===== src/design/ccr_defs.vh =====
// constants for the cc logic configuration and status register bank
`ifndef CCR_DEFS_VH
`define CCR_DEFS_VH

// register offsets
`define CCR_OFS_IDENT 8'h01
`define CCR_OFS_CTRL 8'h02
`define CCR_OFS_EVT 8'h03

// control register fields
`define CCR_CTRL_RP_HI 4
`define CCR_CTRL_RP_LO 3
`define CCR_CTRL_ROLE_HI 2
`define CCR_CTRL_ROLE_LO 1
`define CCR_CTRL_MASK 0

// event register fields
`define CCR_EVT_DETACH 1
`define CCR_EVT_ATTACH 0

// field codes and reset values
`define CCR_RP_DEFAULT 2'h0
`define CCR_RP_MEDIUM 2'h1
`define CCR_RP_HIGH 2'h2
`define CCR_RP_RESERVED 2'h3
`define CCR_ROLE_UFP 2'h0
`define CCR_ROLE_DFP 2'h1
`define CCR_ROLE_DRP 2'h2
`define CCR_ROLE_RESERVED 2'h3
`define CCR_MASK_RESET 1'h0

// strap latch delay after reset release, in clock cycles
`define CCR_LATCH_CYCLES 8'h10

`endif


===== src/design/ccr_evt_flag.v =====
// sticky event flag, set by hardware and cleared by a register read
`timescale 1ns/1ps
`default_nettype none

module ccr_evt_flag (
  // clock and reset
  input wire clk,
  input wire rst_n,
  // set and clear
  input wire set,
  input wire clr,
  // state
  output reg flag
);

  always @(posedge clk or negedge rst_n) begin
    if (!rst_n) begin
      flag <= 1'b0;
    end else if (set) begin
      // set beats a clear in the same cycle so no event is lost
      flag <= 1'b1;
    end else if (clr) begin
      flag <= 1'b0;
    end
  end

endmodule

`default_nettype wire


===== src/design/ccr_regs.v =====
// cc logic configuration and status register bank with its two-wire slave
`timescale 1ns/1ps
`default_nettype none
`include "ccr_defs.vh"

// Notes on behaviour
// RQ1: strap pins sampled before bus access allowed
// RQ2: control bits 4:3 choose rp advertisement current
// RQ3: control bits 2:1 choose ufp, dfp, drp
// RQ4: role strap latched as initial role field
// RQ5: host write to role replaces strap role
// RQ6: mask bit suppresses attach/detach interrupt
// RQ7: mask resets zero, interrupts then signalled
// RQ8: host may rewrite strap-derived settings
// RQ9: attach, detach, rp change pull interrupt low
// RQ10: rp field resets to default current
// RQ11: detach bit1, attach bit0, cleared on read

module ccr_regs #(
  parameter [6:0] DEV_ADDR = 7'h1D,
  // identity values are arbitrary
  parameter [4:0] VERSION_CODE = 5'h02,
  parameter [2:0] VENDOR_CODE = 3'h5
) (
  // clock and reset
  input wire clk,
  input wire rst_n,
  // two-wire bus pins
  input wire scl,
  input wire sda_in,
  output reg sda_out,
  output reg sda_oe,
  // strap and detection events
  input wire [1:0] port_role_strap,
  input wire attach_event,
  input wire detach_event,
  input wire rp_change_event,
  // configuration outputs
  output reg [1:0] rp_select,
  output reg [1:0] role_select,
  output reg config_ready,
  output reg interrupt_out_n
);

  // ==========================================================
  // state codes
  localparam [2:0] S_IDLE = 3'h0;
  localparam [2:0] S_ADDR = 3'h1;
  localparam [2:0] S_ACK_ADDR = 3'h2;
  localparam [2:0] S_WRITE = 3'h3;
  localparam [2:0] S_ACK_WRITE = 3'h4;
  localparam [2:0] S_READ = 3'h5;
  localparam [2:0] S_ACK_READ = 3'h6;

  reg [2:0] state;
  reg [3:0] bit_cnt;
  reg [7:0] shift;
  reg [7:0] tx;
  reg [7:0] ptr;
  reg rw;
  reg first_byte;
  reg nack;
  reg scl_q;
  reg sda_q;
  reg int_mask;
  reg rp_flag;
  reg [7:0] latch_cnt;
  wire [1:0] evt_flags;
  wire [1:0] evt_set;

  // ==========================================================
  // bus edge and condition detection
  wire scl_rise = scl & ~scl_q;
  wire scl_fall = ~scl & scl_q;
  wire start_cond = scl & scl_q & sda_q & ~sda_in;
  wire stop_cond = scl & scl_q & ~sda_q & sda_in;
  // clear on the same edge that loads the byte, so a new event in that cycle wins
  wire rd_clear = scl_fall & (ptr == `CCR_OFS_EVT) &
    (((state == S_ACK_ADDR) & rw) | ((state == S_ACK_READ) & ~nack)); // [RQ11]

  function [7:0] read_mux;
    input [7:0] ofs;
    begin
      case (ofs)
        `CCR_OFS_IDENT: read_mux = {VERSION_CODE, VENDOR_CODE};
        `CCR_OFS_CTRL: read_mux = {3'h0, rp_select, role_select, int_mask};
        `CCR_OFS_EVT: read_mux = {6'h00, evt_flags};
        default: read_mux = 8'h00;
      endcase
    end
  endfunction

  wire [7:0] rd_byte = read_mux(ptr);

  // ==========================================================
  // event flags
  assign evt_set[`CCR_EVT_ATTACH] = attach_event;
  assign evt_set[`CCR_EVT_DETACH] = detach_event;

  genvar gi;
  generate
    for (gi = 0; gi < 2; gi = gi + 1) begin : g_flag
      ccr_evt_flag u_flag (
        .clk(clk),
        .rst_n(rst_n),
        .set(evt_set[gi]),
        .clr(rd_clear),
        .flag(evt_flags[gi])
      ); // [RQ11]
    end
  endgenerate

  // rp change has no status bit; it is held until the event register is read
  always @(posedge clk or negedge rst_n) begin
    if (!rst_n) begin
      rp_flag <= 1'b0;
    end else if (rp_change_event) begin
      rp_flag <= 1'b1;
    end else if (rd_clear) begin
      rp_flag <= 1'b0;
    end
  end

  // mask gates only attach and detach, never the rp change
  wire next_irq = (|(evt_flags & {2{~int_mask}})) | rp_flag; // [RQ6] [RQ7] [RQ9]

  always @(posedge clk or negedge rst_n) begin
    if (!rst_n) begin
      interrupt_out_n <= 1'b1;
    end else begin
      interrupt_out_n <= ~next_irq; // [RQ9]
    end
  end

  // ==========================================================
  // strap latch after reset release
  always @(posedge clk or negedge rst_n) begin
    if (!rst_n) begin
      latch_cnt <= 8'h00;
      config_ready <= 1'b0;
    end else if (!config_ready) begin
      if (latch_cnt == `CCR_LATCH_CYCLES) begin
        config_ready <= 1'b1; // [RQ1]
      end else begin
        latch_cnt <= latch_cnt + 8'h01;
      end
    end
  end

  // ==========================================================
  // two-wire slave and register writes
  always @(posedge clk or negedge rst_n) begin
    if (!rst_n) begin
      state <= S_IDLE;
      bit_cnt <= 4'h0;
      shift <= 8'h00;
      tx <= 8'h00;
      ptr <= 8'h00;
      rw <= 1'b0;
      first_byte <= 1'b0;
      nack <= 1'b0;
      scl_q <= 1'b1;
      sda_q <= 1'b1;
      sda_out <= 1'b0;
      sda_oe <= 1'b0;
      rp_select <= `CCR_RP_DEFAULT; // [RQ10]
      role_select <= `CCR_ROLE_UFP;
      int_mask <= `CCR_MASK_RESET; // [RQ7]
    end else begin
      scl_q <= scl;
      sda_q <= sda_in;
      sda_out <= 1'b0;
      if (!config_ready && latch_cnt == `CCR_LATCH_CYCLES) begin
        // strap code 11 has no role, so it falls back to dual role
        if (port_role_strap == `CCR_ROLE_RESERVED) begin
          role_select <= `CCR_ROLE_DRP; // [RQ4]
        end else begin
          role_select <= port_role_strap; // [RQ4] [RQ1]
        end
      end
      if (start_cond && config_ready) begin
        state <= S_ADDR;
        bit_cnt <= 4'h0;
        sda_oe <= 1'b0;
      end else if (stop_cond) begin
        state <= S_IDLE;
        sda_oe <= 1'b0;
      end else begin
        case (state)
          S_IDLE: begin
            sda_oe <= 1'b0;
          end
          S_ADDR, S_WRITE: begin
            if (scl_rise) begin
              shift <= {shift[6:0], sda_in};
              bit_cnt <= bit_cnt + 4'h1;
            end else if (scl_fall && bit_cnt == 4'h8) begin
              if (state == S_ADDR) begin
                // no answer to a foreign address, the slave stays silent
                if (shift[7:1] == DEV_ADDR) begin
                  sda_oe <= 1'b1;
                  rw <= shift[0];
                  state <= S_ACK_ADDR;
                end else begin
                  state <= S_IDLE;
                end
              end else begin
                sda_oe <= 1'b1;
                state <= S_ACK_WRITE;
                first_byte <= 1'b0;
                if (first_byte) begin
                  ptr <= shift;
                end else begin
                  ptr <= ptr + 8'h01;
                  if (ptr == `CCR_OFS_CTRL) begin
                    // reserved codes 11 leave the field as it was
                    if (shift[`CCR_CTRL_RP_HI:`CCR_CTRL_RP_LO] != `CCR_RP_RESERVED) begin
                      rp_select <= shift[`CCR_CTRL_RP_HI:`CCR_CTRL_RP_LO]; // [RQ2] [RQ8]
                    end
                    if (shift[`CCR_CTRL_ROLE_HI:`CCR_CTRL_ROLE_LO] != `CCR_ROLE_RESERVED) begin
                      role_select <= shift[`CCR_CTRL_ROLE_HI:`CCR_CTRL_ROLE_LO]; // [RQ3] [RQ5] [RQ8]
                    end
                    int_mask <= shift[`CCR_CTRL_MASK]; // [RQ6]
                  end
                end
              end
            end
          end
          S_ACK_ADDR: begin
            if (scl_fall) begin
              bit_cnt <= 4'h0;
              if (rw) begin
                tx <= rd_byte;
                sda_oe <= ~rd_byte[7];
                ptr <= ptr + 8'h01;
                state <= S_READ;
              end else begin
                sda_oe <= 1'b0;
                first_byte <= 1'b1;
                state <= S_WRITE;
              end
            end
          end
          S_ACK_WRITE: begin
            if (scl_fall) begin
              sda_oe <= 1'b0;
              bit_cnt <= 4'h0;
              state <= S_WRITE;
            end
          end
          S_READ: begin
            if (scl_rise) begin
              bit_cnt <= bit_cnt + 4'h1;
            end else if (scl_fall) begin
              if (bit_cnt == 4'h8) begin
                sda_oe <= 1'b0;
                state <= S_ACK_READ;
              end else begin
                tx <= {tx[6:0], 1'b0};
                sda_oe <= ~tx[6];
              end
            end
          end
          S_ACK_READ: begin
            if (scl_rise) begin
              nack <= sda_in;
            end else if (scl_fall) begin
              bit_cnt <= 4'h0;
              if (nack) begin
                state <= S_IDLE;
              end else begin
                tx <= rd_byte;
                sda_oe <= ~rd_byte[7];
                ptr <= ptr + 8'h01;
                state <= S_READ;
              end
            end
          end
          default: begin
            state <= S_IDLE;
            sda_oe <= 1'b0;
          end
        endcase
      end
    end
  end

endmodule

`default_nettype wire


===== config.mk =====
export PLATFORM = sky130hd
export DESIGN_NAME = ccr_regs
export DESIGN_NICKNAME = d
export VERILOG_FILES = /design/src/design/ccr_evt_flag.v /design/src/design/ccr_regs.v
export VERILOG_INCLUDE_DIRS = /design/src /design/src/design
export SDC_FILE = /design/constraint.sdc
export NUM_CORES = 1
export LEC_CHECK = 0
export BUFFER_PORTS_ARGS = -buffer_cell sky130_fd_sc_hd__buf_2
export CORE_MARGIN = 2
export CORE_UTILIZATION = 40
export CTS_CLUSTER_SIZE = 28
export DETAILED_ROUTE_END_ITERATION = 10
export SYNTH_ARGS = -nofsm -noshare
export SYNTH_HDL_FRONTEND = slang
export SYNTH_SLANG_ARGS = --single-unit

===== constraint.sdc =====
create_clock -name clk -period 3.78 [get_ports clk]
set_input_delay 0.756 -clock clk [delete_from_list [all_inputs] [get_ports clk]]
set_output_delay 0.756 -clock clk [all_outputs]
set_load 0.01 [all_outputs]

Word-level counts from Yosys, hierarchy flattened
Cells that the tools add are included.
{"block": "totals", "register_bits": 54, "in_bits": 9, "output_inout_bits": 8, "elab_cells": 204}
{"block": "op_classes", "add_sub_neg": 3, "eq_ne": 42, "n_mux": 81, "bitwise_logic": 30, "n_reduce_logical": 28}
{"cell": "$mux 8", "count": 9}
{"cell": "$mux 7", "count": 8}
{"cell": "$mux 3", "count": 14}
{"cell": "$ne 2x2->1 const B", "count": 14}
{"cell": "$mux 1", "count": 26}
{"cell": "$mux 2", "count": 12}
{"cell": "$ne 4x4->1 const B", "count": 6}
{"cell": "$pmux 8 s3", "count": 1}
{"cell": "$reduce_and 11->1", "count": 2}
{"cell": "$pmux 7 s3", "count": 1}
{"cell": "$mux 4", "count": 5}
{"cell": "$reduce_and 10->1", "count": 2}
{"cell": "$pmux 3 s6", "count": 1}
{"cell": "$add 8x1->8 const B", "count": 2}
{"cell": "$eq 8x2->1 const B", "count": 2}
{"cell": "$ne 4x3->1 const B", "count": 4}
{"cell": "$reduce_and 8->1", "count": 2}
{"cell": "$not 1->1", "count": 15}
{"cell": "$pmux 5 s3", "count": 1}
{"cell": "$pmux 4 s3", "count": 1}
{"cell": "$reduce_and 4->1", "count": 3}
{"cell": "$and 1x1->1", "count": 11}
{"cell": "$eq 3x3->1 const B", "count": 3}
{"cell": "$reduce_and 9->1", "count": 1}
{"cell": "other kinds (28)", "count": 38}

Depth between registers and ports, before layout
{"block": "depth", "ltp_word": 12, "depth_mapped": 8, "mapped_depth_nobuf": 7}

Hierarchy
From an unflattened synthesis, not the netlist that was laid out.
{"block": "unflattened", "hier_cells": 296, "area_unflattened_um2": 3002.9}
{"module": "ccr_regs", "instances": 1, "cells_per_inst": 290, "area_per_inst_um2": 2930.3, "seq_area_each_um2": 1305.0}
{"module": "ccr_evt_flag", "instances": 2, "cells_per_inst": 3, "area_per_inst_um2": 36.3, "seq_area_each_um2": 25.0}

Least setup slack after synthesis
No wires, ideal clock.
{"block": "synth_path", "kind": "input -> register", "startpoint": "input port scl", "endpoint": "register rw", "setup_ns": 0.125, "arrival_ns": 1.899, "path_slack_ns": 1.757, "cell_stages": 4, "path_buffers": 0, "cell_sequence": "nand2b_2 > or2_2 > nor4_2 > mux2_2"}
{"block": "synth_via", "elab_chain_cells": 6}
{"item": "start, declared", "line": "ccr_regs.v:29", "source": "input wire scl,"}
{"item": "$and 1x1->1", "line": "ccr_regs.v:75, ccr_regs.v:76"}
{"item": "$and 1x1->1 (2 in a row)", "line": "ccr_regs.v:75", "source": "wire start_cond = scl & scl_q & sda_q & ~sda_in;"}
{"item": "$logic_and 1x1->1", "line": "ccr_regs.v:181", "source": "if (start_cond && config_ready) begin"}
{"item": "$not 1->1 (no line)"}
{"item": "$reduce_and 7->1 (no line) (*)"}
{"item": "end signal, assigned", "line": "ccr_regs.v:202", "source": "rw <= shift[0];"}
{"item": "end, declared", "line": "ccr_regs.v:60", "source": "reg rw;"}
Every way passes the cells marked *; elsewhere a longest branch is shown, timed or not.
A chain may end at the register's enable or synchronous reset.

Final worst setup path
{"block": "layout_path", "startpoint": "register state[2]", "endpoint": "register tx[0]"}
{"block": "layout_via", "elab_chain_cells": 3}
{"item": "start, declared", "line": "ccr_regs.v:55", "source": "reg [2:0] state;"}
{"item": "start signal, assigned", "line": "ccr_regs.v:154", "source": "state <= S_IDLE;"}
{"item": "start signal, assigned", "line": "ccr_regs.v:182", "source": "state <= S_ADDR;"}
{"item": "start signal, assigned", "line": "ccr_regs.v:186", "source": "state <= S_IDLE;"}
{"item": "$eq 3x3->1 / $eq 3x2->1 (equally long branches)", "line": "ccr_regs.v:189", "source": "case (state)"}
{"item": "$ne 2x2->1 (no line) / $reduce_bool 3->1 (equally long branches)"}
{"item": "$reduce_and 11->1 (no line)"}
{"item": "end signal, assigned", "line": "ccr_regs.v:233", "source": "tx <= rd_byte;"}
{"item": "end signal, assigned", "line": "ccr_regs.v:259", "source": "tx <= {tx[6:0], 1'b0};"}
{"item": "end signal, assigned", "line": "ccr_regs.v:272", "source": "tx <= rd_byte;"}
{"item": "end, declared", "line": "ccr_regs.v:58", "source": "reg [7:0] tx;"}
Parallel ways exist; a longest one is shown, timed or not.

==> results.ini <==
[drt]
remaining_drc_errors=0
vias=2110
ant_nets=0
drt_iter0_markers=111
viasPerCell=5.26
wirelength_um=5740
wl_per_cell_um=14.3
drt-pass1-iter-count=4

[clock_network]
insertion_delay_ns=0.30
clkTransAtPathRegs_ns=0.10
tritoncts=built
cts_setup_buffers=0
clockBufferDepth=2
hold_buffers=0
ctsRootBufferMaster=clkbuf_8
cts_sinks=54
cts-htree-levels=2
cts_resized=0
cts_made_buffers=5

[cells_and_area]
stdcell_count=401
nNetsFinal=320
post-route-util=0.455
area_growth_pct=8.66
num_antenna_cells=0
fillers=708
drive_above_1_share=0.170

[worst_setup_path]
r2r_cells=5
critPathKind=flip-flop to flip-flop
required_ns=3.97
crit_arrival_ns=2.25
endpoint_kind=flip-flop
critPathMaxFanout=17
worst_setup_path_start_kind=flip-flop

[yosys]
synth_ff_type=dfrtp_1
ys_types=59
ys_seq_elements=54
syn_inst=292
yosys_warnings=0
seq_area_frac_synth=0.469
async_reset_ff_frac=1.00
syn_nets=308
synth-edff-count=0
syn-mean-instance-area_sq_um=9.90
syn_area_sq_mm=0.00289

[die]
dieArea_sq_mm=0.00792
die_y_um=89.0
ios=17
coreArea_sq_mm=0.00691
start_util=0.418
die-width_um=89.0
fp-row-count=30

[outcome]
outcome=complete, no violations

[sta]
hold_slack_ns=0.401
fmax_mhz=487
fin_crit_sh=0.543
finalHoldViolations=0
skew_ns=0.00971
rsz0062_at_grt=false
finalSetupViolations=0
relSlewSlack=0.481
slew_violations=0
min_period_ns=2.05
tightest_slew_ns=0.778
setup-tns-final_ns=0

[place]
io_buffers=15
dp.cells=393
place_congestion=0.840
dpl.hpwl_um=4170

[pwr]
p_leak_uw=0.00142
power.density_mw_per_mm2=382
peakVddDrop_uv=191
p_total_uw=1200

[job]
maxCapViolCount=0

[grt]
grt.overflow.total=0
grt_usage=0.160
grt_pass1_wl_um=9860
grt_max_degree=37
antenna_found_initial=0
grt_pass1_vias=2075

[min_path]
hold_path.class=flip-flop to flip-flop
holdPathStages=1

-- final timing paths --
check / startpoint / endpoint / slack, ns
worst min register to register: rp_flag / interrupt_out_n / 0.40
worst min-delay path: rp_flag / interrupt_out_n / 0.40
worst max register to register: state[2] / tx[0] / 1.73
max in group asynchronous: rst_n / shift[3] / 2.50
min in group asynchronous: rst_n / latch_cnt[7] / 0.52
worst max-delay path: state[2] / tx[0] / 1.73
-- cells in the final DEF (no fill, tap or decap), drive strengths merged, types with 4 or more instances in the layout --
cell / Yosys / layout
nand2: 25 / 25
clkbuf: 6 / 7
xnor2: 6 / 6
nand3: 9 / 9
buf: 6 / 17
nor3: 10 / 10
a21oi: 23 / 23
dfrtp: 51 / 51
nand4: 6 / 6
ha: 7 / 7
inv: 14 / 14
o31ai: 4 / 4
mux2: 13 / 13
nor2: 26 / 26
o21a: 5 / 5
a21o: 4 / 4
nand2b: 7 / 7
o21ai: 13 / 13
-- layer usage --
metal  wire length, um  global-route usage  vias to the layer above
met1              2960               0.230                     1007
met4                54              0.0448                        0
met3               141              0.0314                        4
li1                  -                   -                     1069
met5                 0                   0                        -
met2              2590               0.248                       30
-- registers in the layout, indices dropped and copies added, names as in the netlist --
| name | cells |
|---|---|
| bit_cnt | 4 |
| config_ready | 1 |
| first_byte | 1 |
| g_flag.u_flag.flag | 2 |
| int_mask | 1 |
| interrupt_out_n | 1 |
| latch_cnt | 8 |
| nack | 1 |
| ptr | 8 |
| role_select | 2 |
| rp_flag | 1 |
| rp_select | 2 |
| rw | 1 |
| scl_q | 1 |
| sda_oe | 1 |
| sda_q | 1 |
| shift | 8 |
| state | 3 |
| tx | 7 |
-- cell families after synthesis --
| family | synth area share |
|---|---|
| other | 0.00130 |
| XOR/XNOR | 0.0273 |
| adder cells (fa/ha/maj) | 0.0303 |
| AND/OR/NAND/NOR | 0.204 |
| flip-flops | 0.469 |
| AO/OA/AOI/OAI | 0.166 |
| multiplexers | 0.0610 |
| buffers and inverters | 0.0411 |
-- power breakdown --
| part | internal (uW) | total [uW] | switching, uW |
|---|---|---|---|
| Clock | 199 | 384 | 186 |
| Sequential | 629 | 706 | 77.1 |
| Combinational | 59.0 | 110 | 50.5 |
-- metrics by stage --
| stage | setup WS (ns) | area (sq um) |
|---|---|---|
| 2_1_floorplan | 1.76 | 2890 |
| 3_5_place_dp | 1.53 | 3030 |
| 5_1_grt | 1.55 | 3140 |
| 6_report | 1.73 | 3140 |
| 3_3_place_gp | 1.54 | 3030 |
| 4_1_cts | 1.74 | 3140 |
-- cell type report --
| class | instances | area (sq um) | area share |
|---|---|---|---|
| Clock buffer | 7 | 76.3 | 0.0243 |
| Multi-Input combinational cell | 212 | 1420 | 0.451 |
| Inverter | 14 | 52.6 | 0.0167 |
| Tap cell | 96 | 120 | 0.0382 |
| Sequential cell | 54 | 1360 | 0.431 |
| Timing Repair Buffer | 17 | 90.1 | 0.0287 |
| Clock inverter | 1 | 30.0 | 0.00956 |
-- cells in the mapped netlist, types with 2 or more instances --
cell type,n,area (sq um)
mux2_2,13,146
inv_1,14,52.6
o22a_1,2,17.5
o31ai_1,4,30.0
o22ai_1,3,18.8
or4b_4,2,27.5
clkbuf_2,2,10.0
a31oi_1,2,12.5
and3b_1,2,17.5
nand2_1,25,93.8
a21oi_1,23,115
o21ai_0,13,65.1
buf_4,2,15.0
dfrtp_1,51,1280
nand2b_1,6,37.5
nor2_1,26,97.6
dfstp_2,3,78.8
a2111oi_2,2,30.0
a32o_1,2,20.0
nor3_1,9,45.0
nand3b_1,3,22.5
buf_2,3,15.0
ha_1,7,87.6
nor2b_1,3,18.8
mux2i_1,3,30.0
nand3_1,9,45.0
nand4_1,5,31.3
xnor2_1,6,52.6
nand4b_1,3,26.3
and3_1,3,18.8
clkbuf_1,4,15.0
o21a_1,4,30.0
a21o_1,4,30.0
xor2_1,3,26.3
o211ai_1,2,15.0
-- critical path, stage by stage (launching register included) --
cell	delay [ns]
dfrtp_1	0.68
and3b_1	0.47
nand2_1	0.09
a21oi_1	0.15
buf_4	0.20
mux2_2	0.34
No activity file was read; power rests on OpenSTA's default activity.
